File: config.mk
export PLATFORM = sky130hd
export DESIGN_NAME = process_value_integrator_and_trim
export DESIGN_NICKNAME = d
export VERILOG_FILES = /design/src/value_trim.v /design/src/process_value_integrator_and_trim.v
export VERILOG_INCLUDE_DIRS = /design/src
export SDC_FILE = /design/constraint.sdc
export NUM_CORES = 2
export LEC_CHECK = 0
export ABC_AREA = 0
export BUFFER_PORTS_ARGS = -buffer_cell sky130_fd_sc_hd__buf_2
export CORE_UTILIZATION = 50
export CTS_CLUSTER_DIAMETER = 30
export DETAILED_ROUTE_END_ITERATION = 10
export PLACE_DENSITY = 0.71
export SYNTH_ARGS = -nofsm -noshare
export SYNTH_HDL_FRONTEND = slang
export SYNTH_SLANG_ARGS = --single-unit
File: constraint.sdc
create_clock -name aclk -period 69.7 [get_ports aclk]
set_input_delay 20.91 -clock aclk [delete_from_list [all_inputs] [get_ports aclk]]
set_output_delay 20.91 -clock aclk [all_outputs]
set_load 0.02 [all_outputs]
File: src/integrator_trim_consts.vh
// Purpose: shared constants of the process value integrator and trim block
// Assumes: 100 MHz aclk, AXI4-Lite register window with 32-bit data
// Notes: every register is one aligned word, 16-bit data sits in the low bits
`ifndef INTEGRATOR_TRIM_CONSTS_VH
`define INTEGRATOR_TRIM_CONSTS_VH

// register byte offsets
`define ADDR_CTRL 8'h00
`define ADDR_IN_MIN 8'h04
`define ADDR_IN_GAIN 8'h08
`define ADDR_IN_ZERO 8'h0c
`define ADDR_PV 8'h10
`define ADDR_TOTAL_LO 8'h14
`define ADDR_TOTAL_HI 8'h18
`define ADDR_OUT_SET 8'h1c
`define ADDR_OUT_MIN 8'h20
`define ADDR_OUT_GAIN 8'h24
`define ADDR_OUT_ZERO 8'h28
`define ADDR_STATUS 8'h2c

// control fields
`define CTRL_RUN_BIT 0
`define CTRL_MINUTE_BIT 1
`define CTRL_CLEAR_BIT 2

// reset values
`define RST_RANGE_MIN 16'h0000
`define RST_GAIN 16'h2710
`define RST_ZERO 16'h0000

// gain weight 0.0001 per count: 10000 counts is unity, 5000 is one half
`define GAIN_ONE 36'sd10000
`define GAIN_HALF 36'sd5000

// one integration step is one thousandth of the time base unit
`define STEPS_PER_UNIT 18'sd1000

// step widths in ms and the clock rate in kHz
`define STEP_HOUR_MS 3600
`define STEP_MINUTE_MS 60
`define CLK_KHZ 100000

// bus answers
`define RESP_OKAY 2'b00
`define RESP_SLVERR 2'b10

`endif

File: src/value_trim.v
// Purpose: zero/span correction of one 16-bit value
// Assumes: settings are steady while a value is in flight
// Notes: two cycles from din_valid to dout_valid, result clipped to 16 bits
`timescale 1ns/100ps
`include "integrator_trim_consts.vh"

module value_trim (
	input wire aclk,
	input wire aresetn,
	input wire [15:0] din,
	input wire din_valid,
	input wire [15:0] range_min,
	input wire [15:0] span_gain,
	input wire [15:0] zero_adj,
	output reg [15:0] dout,
	output reg dout_valid
);
	reg signed [33:0] prod_q;
	reg signed [17:0] base_q;
	reg v1_q;
	wire signed [16:0] diff;
	wire signed [35:0] prod_ext;
	wire signed [35:0] biased;
	wire signed [35:0] scaled;
	wire signed [35:0] summed;

	// gain is unsigned, so it enters the product with a zero sign bit
	assign diff = {din[15], din} - {range_min[15], range_min};
	assign prod_ext = {{2{prod_q[33]}}, prod_q};
	// half a count away from zero, then truncate: round to nearest
	assign biased = prod_ext + (prod_q[33] ? -`GAIN_HALF : `GAIN_HALF);
	assign scaled = biased / `GAIN_ONE;
	assign summed = scaled + {{18{base_q[17]}}, base_q};

	always @(posedge aclk) begin
		if (!aresetn) begin
			prod_q <= 34'sd0;
			base_q <= 18'sd0;
			v1_q <= 1'b0;
			dout <= 16'h0000;
			dout_valid <= 1'b0;
		end else begin
			v1_q <= din_valid;
			dout_valid <= v1_q;
			if (din_valid) begin
				prod_q <= diff * $signed({1'b0, span_gain});
				base_q <= {{2{range_min[15]}}, range_min} + {{2{zero_adj[15]}}, zero_adj};
			end
			// clipping keeps a large gain from wrapping the sign
			if (v1_q) begin
				if (summed > 36'sd32767)
					dout <= 16'h7fff;
				else if (summed < -36'sd32768)
					dout <= 16'h8000;
				else
					dout <= summed[15:0];
			end
		end
	end
endmodule

File: src/process_value_integrator_and_trim.v
// Purpose: trimmed process value, its time integral, and trimmed output value
// Assumes: raw_value and its strobe come from logic on aclk
// Notes: registers over AXI4-Lite, one write and one read under way at a time
`timescale 1ns/100ps
`include "integrator_trim_consts.vh"

// Function
// - hour base adds one step every 3.6 s
// - minute base adds one step every 60 ms
// - constant value for one unit adds that value
// - total is 32 bits in two 16-bit words
// - accumulate signed, negative values decrease total
// - overflow wraps, neither saturated nor flagged
// - start bit and clear control for the total
// - (raw - min) * gain + min + zero
// - gain unsigned, 0.0001 per count
// - output values get the same correction
module process_value_integrator_and_trim #(
	parameter HOUR_STEP_CYCLES = `STEP_HOUR_MS * `CLK_KHZ,
	parameter MINUTE_STEP_CYCLES = `STEP_MINUTE_MS * `CLK_KHZ
) (
	input wire aclk,
	input wire aresetn,
	input wire [7:0] s_axi_awaddr,
	input wire [2:0] s_axi_awprot,
	input wire s_axi_awvalid,
	output wire s_axi_awready,
	input wire [31:0] s_axi_wdata,
	input wire [3:0] s_axi_wstrb,
	input wire s_axi_wvalid,
	output wire s_axi_wready,
	output reg [1:0] s_axi_bresp,
	output reg s_axi_bvalid,
	input wire s_axi_bready,
	input wire [7:0] s_axi_araddr,
	input wire [2:0] s_axi_arprot,
	input wire s_axi_arvalid,
	output wire s_axi_arready,
	output reg [31:0] s_axi_rdata,
	output reg [1:0] s_axi_rresp,
	output reg s_axi_rvalid,
	input wire s_axi_rready,
	input wire [15:0] raw_value,
	input wire raw_valid,
	output wire [15:0] out_value,
	output wire out_valid
);
	localparam [31:0] HOUR_LAST = HOUR_STEP_CYCLES - 1;
	localparam [31:0] MINUTE_LAST = MINUTE_STEP_CYCLES - 1;

	// write channel holding registers
	reg aw_hold_q;
	reg [7:0] aw_addr_q;
	reg w_hold_q;
	reg [31:0] w_data_q;
	reg [3:0] w_strb_q;

	// software settings
	reg run_q;
	reg minute_q;
	reg clear_q;
	reg [15:0] in_min_q;
	reg [15:0] in_gain_q;
	reg [15:0] in_zero_q;
	reg [15:0] out_set_q;
	reg out_start_q;
	reg [15:0] out_min_q;
	reg [15:0] out_gain_q;
	reg [15:0] out_zero_q;

	// integrator state
	reg [31:0] tick_cnt_q;
	reg [9:0] rem_q;
	reg [31:0] total_q;
	reg [15:0] total_hi_snap_q;
	reg steps_seen_q;

	// next-state values of the integrator
	reg [31:0] tick_cnt_d;
	reg [9:0] rem_d;
	reg [31:0] total_d;
	reg steps_seen_d;

	// next-state values of the read channel
	reg rvalid_d;
	reg [31:0] rdata_d;
	reg [1:0] rresp_d;
	reg [15:0] total_hi_snap_d;

	wire [15:0] pv;
	wire pv_valid;
	reg [15:0] pv_q;

	wire do_write;
	wire do_read;
	wire [31:0] tick_last;
	wire tick;
	wire signed [17:0] step_sum;
	wire signed [17:0] step_q0;
	wire signed [17:0] step_r0;
	wire signed [17:0] step_quot;
	wire [9:0] step_rem;
	reg [31:0] rd_word;
	reg rd_hit;
	reg wr_hit;

	function [15:0] merge16;
		input [15:0] old;
		input [31:0] data;
		input [3:0] strb;
		begin
			merge16[7:0] = strb[0] ? data[7:0] : old[7:0];
			merge16[15:8] = strb[1] ? data[15:8] : old[15:8];
		end
	endfunction

	// handshake outputs: a channel is free while nothing is held for it
	assign s_axi_awready = !aw_hold_q;
	assign s_axi_wready = !w_hold_q;
	assign s_axi_arready = !s_axi_rvalid;
	assign do_write = aw_hold_q && w_hold_q && !s_axi_bvalid;
	assign do_read = s_axi_arvalid && !s_axi_rvalid;

	always @* begin
		case (aw_addr_q)
			`ADDR_CTRL,
			`ADDR_IN_MIN,
			`ADDR_IN_GAIN,
			`ADDR_IN_ZERO,
			`ADDR_OUT_SET,
			`ADDR_OUT_MIN,
			`ADDR_OUT_GAIN,
			`ADDR_OUT_ZERO: wr_hit = 1'b1;
			default: wr_hit = 1'b0;
		endcase
	end

	always @(posedge aclk) begin
		if (!aresetn) begin
			aw_hold_q <= 1'b0;
			aw_addr_q <= 8'h00;
			w_hold_q <= 1'b0;
			w_data_q <= 32'h00000000;
			w_strb_q <= 4'h0;
			s_axi_bvalid <= 1'b0;
			s_axi_bresp <= `RESP_OKAY;
		end else begin
			if (s_axi_awvalid && !aw_hold_q) begin
				aw_hold_q <= 1'b1;
				aw_addr_q <= {s_axi_awaddr[7:2], 2'b00};
			end
			if (s_axi_wvalid && !w_hold_q) begin
				w_hold_q <= 1'b1;
				w_data_q <= s_axi_wdata;
				w_strb_q <= s_axi_wstrb;
			end
			if (do_write) begin
				aw_hold_q <= 1'b0;
				w_hold_q <= 1'b0;
				s_axi_bvalid <= 1'b1;
				s_axi_bresp <= wr_hit ? `RESP_OKAY : `RESP_SLVERR;
			end else if (s_axi_bvalid && s_axi_bready) begin
				s_axi_bvalid <= 1'b0;
			end
		end
	end

	always @(posedge aclk) begin
		if (!aresetn) begin
			run_q <= 1'b0;
			minute_q <= 1'b0;
			clear_q <= 1'b0;
			in_min_q <= `RST_RANGE_MIN;
			in_gain_q <= `RST_GAIN;
			in_zero_q <= `RST_ZERO;
			out_set_q <= 16'h0000;
			out_start_q <= 1'b0;
			out_min_q <= `RST_RANGE_MIN;
			out_gain_q <= `RST_GAIN;
			out_zero_q <= `RST_ZERO;
		end else begin
			clear_q <= 1'b0;
			out_start_q <= 1'b0;
			if (do_write) begin
				case (aw_addr_q)
					`ADDR_CTRL: begin
						if (w_strb_q[0]) begin
							run_q <= w_data_q[`CTRL_RUN_BIT];
							minute_q <= w_data_q[`CTRL_MINUTE_BIT];
							clear_q <= w_data_q[`CTRL_CLEAR_BIT];
						end
					end
					`ADDR_IN_MIN: in_min_q <= merge16(in_min_q, w_data_q, w_strb_q);
					`ADDR_IN_GAIN: in_gain_q <= merge16(in_gain_q, w_data_q, w_strb_q);
					`ADDR_IN_ZERO: in_zero_q <= merge16(in_zero_q, w_data_q, w_strb_q);
					`ADDR_OUT_SET: begin
						out_set_q <= merge16(out_set_q, w_data_q, w_strb_q);
						out_start_q <= 1'b1;
					end
					`ADDR_OUT_MIN: out_min_q <= merge16(out_min_q, w_data_q, w_strb_q);
					`ADDR_OUT_GAIN: out_gain_q <= merge16(out_gain_q, w_data_q, w_strb_q);
					`ADDR_OUT_ZERO: out_zero_q <= merge16(out_zero_q, w_data_q, w_strb_q);
					default: begin
					end
				endcase
			end
		end
	end

	// input channel correction
	value_trim in_trim (
		.aclk(aclk),
		.aresetn(aresetn),
		.din(raw_value),
		.din_valid(raw_valid),
		.range_min(in_min_q),
		.span_gain(in_gain_q),
		.zero_adj(in_zero_q),
		.dout(pv),
		.dout_valid(pv_valid)
	);

	// output channel correction, started by each write of the set value
	value_trim out_trim (
		.aclk(aclk),
		.aresetn(aresetn),
		.din(out_set_q),
		.din_valid(out_start_q),
		.range_min(out_min_q),
		.span_gain(out_gain_q),
		.zero_adj(out_zero_q),
		.dout(out_value),
		.dout_valid(out_valid)
	);

	always @(posedge aclk) begin
		if (!aresetn)
			pv_q <= 16'h0000;
		else if (pv_valid)
			pv_q <= pv;
	end

	// step timer: a base change mid-step takes effect on the running count
	assign tick_last = minute_q ? MINUTE_LAST : HOUR_LAST;
	assign tick = run_q && (tick_cnt_q >= tick_last);

	// each step adds pv/1000; the remainder carries so long runs stay exact
	assign step_sum = $signed({8'h00, rem_q}) + $signed({{2{pv_q[15]}}, pv_q});
	assign step_q0 = step_sum / `STEPS_PER_UNIT;
	assign step_r0 = step_sum - step_q0 * `STEPS_PER_UNIT;
	assign step_quot = step_r0[17] ? step_q0 - 18'sd1 : step_q0;
	assign step_rem = step_r0[17] ? step_r0[9:0] + 10'd1000 : step_r0[9:0];

	// a software clear outranks a step landing in the same cycle
	always @* begin
		tick_cnt_d = tick_cnt_q + 32'h00000001;
		rem_d = rem_q;
		total_d = total_q;
		steps_seen_d = steps_seen_q;
		if (clear_q) begin
			tick_cnt_d = 32'h00000000;
			rem_d = 10'd0;
			total_d = 32'h00000000;
			steps_seen_d = 1'b0;
		end else if (!run_q) begin
			tick_cnt_d = 32'h00000000;
		end else if (tick) begin
			tick_cnt_d = 32'h00000000;
			rem_d = step_rem;
			// plain two's complement wrap past the 32-bit range
			total_d = total_q + {{14{step_quot[17]}}, step_quot};
			steps_seen_d = 1'b1;
		end
	end

	always @(posedge aclk) begin
		if (!aresetn) begin
			tick_cnt_q <= 32'h00000000;
			rem_q <= 10'd0;
			total_q <= 32'h00000000;
			steps_seen_q <= 1'b0;
		end else begin
			tick_cnt_q <= tick_cnt_d;
			rem_q <= rem_d;
			total_q <= total_d;
			steps_seen_q <= steps_seen_d;
		end
	end

	always @* begin
		rd_hit = 1'b1;
		rd_word = 32'h00000000;
		case ({s_axi_araddr[7:2], 2'b00})
			`ADDR_CTRL: rd_word = {29'h00000000, 1'b0, minute_q, run_q};
			`ADDR_IN_MIN: rd_word = {16'h0000, in_min_q};
			`ADDR_IN_GAIN: rd_word = {16'h0000, in_gain_q};
			`ADDR_IN_ZERO: rd_word = {16'h0000, in_zero_q};
			`ADDR_PV: rd_word = {16'h0000, pv_q};
			`ADDR_TOTAL_LO: rd_word = {16'h0000, total_q[15:0]};
			`ADDR_TOTAL_HI: rd_word = {16'h0000, total_hi_snap_q};
			`ADDR_OUT_SET: rd_word = {16'h0000, out_set_q};
			`ADDR_OUT_MIN: rd_word = {16'h0000, out_min_q};
			`ADDR_OUT_GAIN: rd_word = {16'h0000, out_gain_q};
			`ADDR_OUT_ZERO: rd_word = {16'h0000, out_zero_q};
			`ADDR_STATUS: rd_word = {30'h00000000, steps_seen_q, run_q};
			default: rd_hit = 1'b0;
		endcase
	end

	// reading the low word freezes the high word, so the pair is one sample
	always @* begin
		rvalid_d = s_axi_rvalid;
		rdata_d = s_axi_rdata;
		rresp_d = s_axi_rresp;
		total_hi_snap_d = total_hi_snap_q;
		if (do_read) begin
			rvalid_d = 1'b1;
			rdata_d = rd_word;
			rresp_d = rd_hit ? `RESP_OKAY : `RESP_SLVERR;
			if ({s_axi_araddr[7:2], 2'b00} == `ADDR_TOTAL_LO)
				total_hi_snap_d = total_q[31:16];
		end else if (s_axi_rvalid && s_axi_rready) begin
			rvalid_d = 1'b0;
		end
	end

	always @(posedge aclk) begin
		if (!aresetn) begin
			s_axi_rvalid <= 1'b0;
			s_axi_rdata <= 32'h00000000;
			s_axi_rresp <= `RESP_OKAY;
			total_hi_snap_q <= 16'h0000;
		end else begin
			s_axi_rvalid <= rvalid_d;
			s_axi_rdata <= rdata_d;
			s_axi_rresp <= rresp_d;
			total_hi_snap_q <= total_hi_snap_d;
		end
	end
endmodule

## Word level (Yosys, flattened, before mapping)

Index checks and enable logic that the tools add are counted.

- Register bits: 427
- Bits in writable memories: 0
- Bits in latches: 0
- Memories kept: 0
- Logic and storage cells: 148
- Memory bits (read-only): 0
- Bits of input ports: 82
- Output and inout bits: 58

- $lt $le $gt $ge: 5
- Mux-type cells: 19
- Equal/unequal tests: 18
- Bitwise gates (word level): 2
- Shift-type cells: 0
- $add $sub $neg: 14
- Reduce and logical (&&, ||, !) cells: 40
- Divide/modulo/power cells: 3
- $mul: 3

Operator list:

| kind | number |
|---|---|
| 16-bit case mux with 12 select lines | 1 |
| 34-bit by 36-bit adder with 36-bit output | 2 |
| 36-bit adder | 2 |
| 36-bit by 15-bit divider with 36-bit output (second input constant) | 2 |
| 36-bit by 16-bit greater-than comparator with 1-bit output (second input constant) | 2 |
| 36-bit by 16-bit less-than comparator with 1-bit output (second input constant) | 2 |
| 36-bit 2-to-1 mux | 2 |
| 17-bit by 17-bit multiplier with 34-bit output | 2 |
| 16-bit 2-to-1 mux | 4 |
| 3-bit AND reduction | 15 |
| 6-bit by 4-bit == test with 1-bit output (second input constant) | 7 |
| 16-bit by 16-bit adder with 17-bit output | 2 |
| 16-bit by 16-bit subtractor with 17-bit output | 2 |
| 32-bit by 1-bit adder with 32-bit output (second input constant) | 1 |
| 32-bit adder | 1 |
| 32-bit by 29-bit greater-or-equal comparator with 1-bit output | 1 |
| 6-bit by 3-bit == test with 1-bit output (second input constant) | 5 |
| 29-bit 2-to-1 mux | 1 |
| 6-bit by 2-bit == test with 1-bit output (second input constant) | 4 |
| 18-bit by 11-bit divider with 18-bit output (second input constant) | 1 |
| 18-bit by 8-bit multiplier with 15-bit output (second input constant) | 1 |
| 18-bit 2-to-1 mux | 1 |
| 17-bit by 18-bit subtractor with 18-bit output | 1 |
| 18-bit by 2-bit subtractor with 18-bit output (second input constant) | 1 |
| 18 further kinds | 41 |

## Depth between registers and ports, before layout

- Depth in word-level cells: 7
- Mapped depth: 143
- Depth with buffers taken out: 122

## Hierarchy

A second synthesis with hierarchy kept.

- Cell total of the unflattened synthesis: 9322
- Area total of the unflattened synthesis: 74224.9 µm²

Modules (own cells, without submodules):

| module | times used | area each (µm²) | cells an instance | seq. area each (µm²) |
|---|---|---|---|---|
| value_trim at in_trim | 1 | 28160.8 | 3562 | 1381.3 |
| value_trim at out_trim | 1 | 27611.5 | 3534 | 1381.3 |
| process_value_integrator_and_trim | 1 | 18452.7 | 2226 | 5385.2 |

## Least setup slack after synthesis

Ideal clock, no wire load.

- Path kind: input to register
- From: input raw_value[0]
- To: register in_trim.prod_q[33]
- Data required time: 69584 ps
- Path slack: 39459 ps
- Buffers on the path: 1
- Cell stages on the path: 52
- Arrival time: 30125 ps
- Cells stage by stage: inv_1 ha_1 inv_1 fa_1 a21o_1 a21oi_1 o21bai_1 a21oi_1 o21bai_1 a21oi_1 o21bai_1 a21oi_1 o21bai_1 a21oi_1 xnor2_1 clkbuf_1 nand2_1 fa_1 [... 16 more ...] o21bai_1 a21oi_1 o21bai_1 a21oi_1 o21bai_1 a21oi_1 o21bai_1 a21oi_1 o21bai_1 a21oi_1 nor2b_1 o21a_1 o21ai_0 nand2b_1 a21oi_1 xnor2_1 nand2_1 o211a_1

- Longest elaborated chain between the ends: 2

Ends and longest elaborated chain:

| element | line | RTL |
|---|---|---|
| start, declared | process_value_integrator_and_trim.v:43 | `input wire [15:0] raw_value,` |
| 16-bit by 16-bit subtractor with 17-bit output | value_trim.v:28 | `assign diff = {din[15], din} - {range_min[15], range_min};` |
| 17-bit by 17-bit multiplier with 34-bit output | value_trim.v:46 | `prod_q <= diff * $signed({1'b0, span_gain});` |
| end signal, assigned | value_trim.v:46 |  |
| end, declared | value_trim.v:18 | `reg signed [33:0] prod_q;` |

No other way between the ends.
A chain may end at the register's enable or synchronous reset.

## Worst setup path in the final report

- From: register in_trim.prod_q[33]
- To: register in_trim.dout[15]

- Longest elaborated chain between the ends: 7
- Elaborated cells on any way between the ends: 8

Ends and longest elaborated chain:

| element | line | RTL |
|---|---|---|
| 36-bit 2-to-1 mux (no line) | n/a |  |
| 34-bit by 36-bit adder with 36-bit output * | value_trim.v:31 | `` assign biased = prod_ext + (prod_q[33] ? -`GAIN_HALF : `GAIN_HALF); `` |
| 36-bit by 15-bit divider with 36-bit output (no line) * | n/a |  |
| 36-bit adder * | value_trim.v:33 | `assign summed = scaled + {{18{base_q[17]}}, base_q};` |
| 36-bit by 16-bit less-than comparator with 1-bit output | value_trim.v:53 | `else if (summed < -36'sd32768)` |
| 16-bit 2-to-1 mux | value_trim.v:53 |  |
| 16-bit 2-to-1 mux * | value_trim.v:51 | `if (summed > 36'sd32767)` |
| end signal, assigned | value_trim.v:56 | `dout <= summed[15:0];` |
| end, declared | value_trim.v:15 | `output reg [15:0] dout,` |

Every way passes the cells marked *; elsewhere a longest branch is shown, timed or not.

==> impl_results.md <==
* RSZ-0062 raised after global routing: no
* Half-perimeter wire length after placement at roughly 160000 µm
* Post-synth ARST share at 0%
* Full die area at around 140000 µm²
* Post-route cell area at about 76000 µm²
* Num CTS Buffers at between 70 and 80
* EDFF count, synth at 0
* CTS Root Cell: clkbuf_16
* Buffers on Ports at between 90 and 100
* Shortest period the worst path allows at 37.22 ns
* I/O pin cnt at 140
* Met2 routed WL at between 90000 and 100000 µm
* Final wirelength at 201000 µm
* Crit Path Max Fanout at just under 60
* Register Area at between 8000 and 9000 µm²
* Min-Delay Path Class: flip-flop to flip-flop
* Hold slack at between 0.4 and 0.5 ns
* CP Launch Point: in_trim.prod_q[33]
* Detailed router's first-iteration violation count at 5038
* CTS tree: built
* Site Rows at around 140
* Grt ovf at 0
* Slowest cell on crit path: mux2i_1
* Drt wl/cell at 18.9 µm
* Cell mode on critical path: o21a_1
* Final Max Slew Viols at 0
* Share of the synthesized area in the top cell type at 17.1%
* Setup TNS after final layout at 0 ns
* Count leader, synth: inv_1
* Synth cell count leaders: inv_1 (936), nand2_1 (789), fa_1 (604)
* Starting Density at 50.6%
* CTS-repair resized insts at 0
* Drt drc at 0
* Chip Height at about 380 µm
* Seq/Total Area, Yosys at 11.5%
* Worst Setup EP: in_trim.dout[15]
* Mapped Avg Cell Area at 8.07 µm²
* Worst relative slew slack at between 20% and 30%
* Core area at 140000 µm²
* Distinct cells, synth at between 100 and 150
* CTS clock-pin slew for the worst setup and hold paths at 0.05 ns
* Die X at between 300 and 400 µm
* Initial antenna violation count at 8
* Final Non-Filler Cells at 10.6k
* Mapped cell area at between 70000 and 80000 µm²
* Area of the multi-input gates at 57700 µm²
* GP Congestion at between 0.9 and 1
* Nets at slightly below 10k
* Worst-margin pin slew at ~1.2 ns
* Vias in the first global route at just over 60k
* Required time worst endpoint at between 70 and 80 ns
* Top_reg_cell synth: dfxtp_1
* Filler Cells Inserted at roughly 13k
* Reg2reg path depth at 124
* Setup violators final at 0
* Antenna viol nets, final at 0
* Yosys top cell by area: fa_1
* Internal reg-to-reg setup slack at ~32 ns
* CP Data Arrival Time at about 38 ns
* Synth Instances at a little under 9k
* Max_cap viols at 0
* Placed Area at between 70000 and 80000 µm²
* Pin count of the biggest net entering global routing at between 100 and 150
* Metal3 WL at ~13000 µm
* Synth warn at 0
* Status: completed
* CP endpoint kind: flip-flop
* Area Overhead vs Synth at 7.10%
* Drt first pass iters at 6
* Vias post-DR at between 60k and 70k
* FF-to-FF End: in_trim.dout[15]
* Final Hold Vio Count at 0
* Num Clock Sinks at 407
* Metal1 wirelength at around 92000 µm
* First-pass GRT wire length at around 330000 µm
* Max stage delay on crit path at slightly above 0.9 ns
* Vias/cell at between 6 and 7
* Post-Place Cells at around 10k
* Layout cells sized above 1 at between 6 and 7%
* Clk_lat worst skew at 0.67 ns
* Setup Fix Bufs, Post-CTS at 0
* Register bit count reported by yosys at between 400 and 500
* Top routing layer used: met5
* Main area contributors after synthesis: fa_1 (17%), dfxtp_1 (12%), ha_1 (8.8%), xnor2_1 (5.6%), inv_1 (5.0%)
* Crit Path Class: flip-flop to flip-flop
* Period Utilization, post-route at approximately 53%
* # H-tree levels at 3
* Max clock buf depth at 3
* Crit start category: flip-flop
* Worst r2r src: in_trim.prod_q[33]
* Clock skew at between 0.05 and 0.06 ns
* Max Clock Freq at 26.9 MHz
* Total GRT Usage at approximately 28%
* # hold bufs at CTS at 0
[area by class of cell]
cell class                      instances  share of cell area [%]
Clock inverter                         55                    1.15
Sequential cell                       407                    10.8
Timing Repair Buffer                  176                    1.45
Clock buffer                           88                    2.73
Inverter                              940                    4.66
Tap cell                             1876                    3.10
Multi-Input combinational cell       7076                    76.1
Antenna cell                            1                 0.00330
[metal layers]
layer  global-route usage [%]  vias up
met2                     44.3     1986
met4                     8.14        8
met3                     3.16      303
met1                     39.7    31300
li1                         -    30300
met5                        0        -
[worst min path at each step]
stage | start | end | slack, ns | cells past startpoint
global route | tick_cnt_q[0] | tick_cnt_q[0] | 0.49 | 1
floorplan | steps_seen_q | steps_seen_q | 0.44 | 2
finish | total_hi_snap_q[5] | total_hi_snap_q[5] | 0.47 | 2
CTS | in_trim.dout[7] | pv_q[7] | 0.47 | 2
global placement | tick_cnt_q[29] | tick_cnt_q[29] | 0.46 | 2
detailed placement | steps_seen_q | steps_seen_q | 0.47 | 2
[layout by cell type, fill, tap and decap left out, types with 79 or more instances in the layout]
cell	synthesis	final
a21o_1	126	126
a21oi_1	444	444
a31oi_1	79	79
and2_1	284	284
buf_2	37	92
buf_4	26	83
clkbuf_16	0	79
dfxtp_1	407	404
fa_1	604	604
ha_1	495	495
inv_1	936	936
mux2i_1	306	306
nand2_1	789	788
nand2b_1	86	86
nand3_1	168	168
nor2_1	518	518
nor2b_1	326	326
nor3_1	165	164
o211ai_1	81	81
o21a_1	108	108
o21ai_0	277	275
o21bai_1	146	146
xnor2_1	456	448
xor2_1	195	191
[kinds of logic (layout without fill, tap and decap cells)]
logic type | Yosys count | in the layout | share of synthesized area (%)
xor+xnor | 667 | 667 | 8.44
compound gates | 2142 | 2142 | 21.7
buf+inv | 1306 | 1259 | 7.21
mux | 341 | 341 | 4.91
simple gates | 2783 | 2783 | 20.0
other cells | 2 | 22 | 0.0106
fa+ha+maj | 1122 | 1122 | 26.2
flops | 407 | 407 | 11.5
[metrics by stage]
stage                     util [%]  setup WS (ns)
after global placement        52.1          33.92
after global routing          54.2          29.52
after floorplan                  -          39.46
final                         54.2          32.48
after detailed placement      52.1          33.36
after CTS                     54.2          33.13
[registers in the layout, indices dropped and copies added, names as in the netlist, 2 cells and up]
name,flops
in_trim.prod_q,34
out_trim.prod_q,34
tick_cnt_q,32
total_q,32
in_trim.base_q,17
out_trim.base_q,17
in_gain_q,16
in_min_q,16
in_trim.dout,16
in_zero_q,16
out_gain_q,16
out_min_q,16
out_set_q,16
out_trim.dout,16
out_zero_q,16
pv_q,16
s_axi_rdata,16
total_hi_snap_q,16
w_data_q,16
rem_q,10
aw_addr_q,6
w_strb_q,2
[critical path, delay by kind of cell (launching register included)]
kind | cells | cell delay [ns]
and+or+nand+nor | 23 | 5.61
muxes | 3 | 1.61
AOI/OAI and AO/OA | 84 | 24.87
xor gates and xnor gates | 6 | 1.85
DFF | 1 | 0.64
adders and majority gates | 4 | 1.29
buffers and inverters | 4 | 1.15
Power is not shown: default switching activity piles up to over one toggle a cycle in this logic, so the estimate is an artifact.
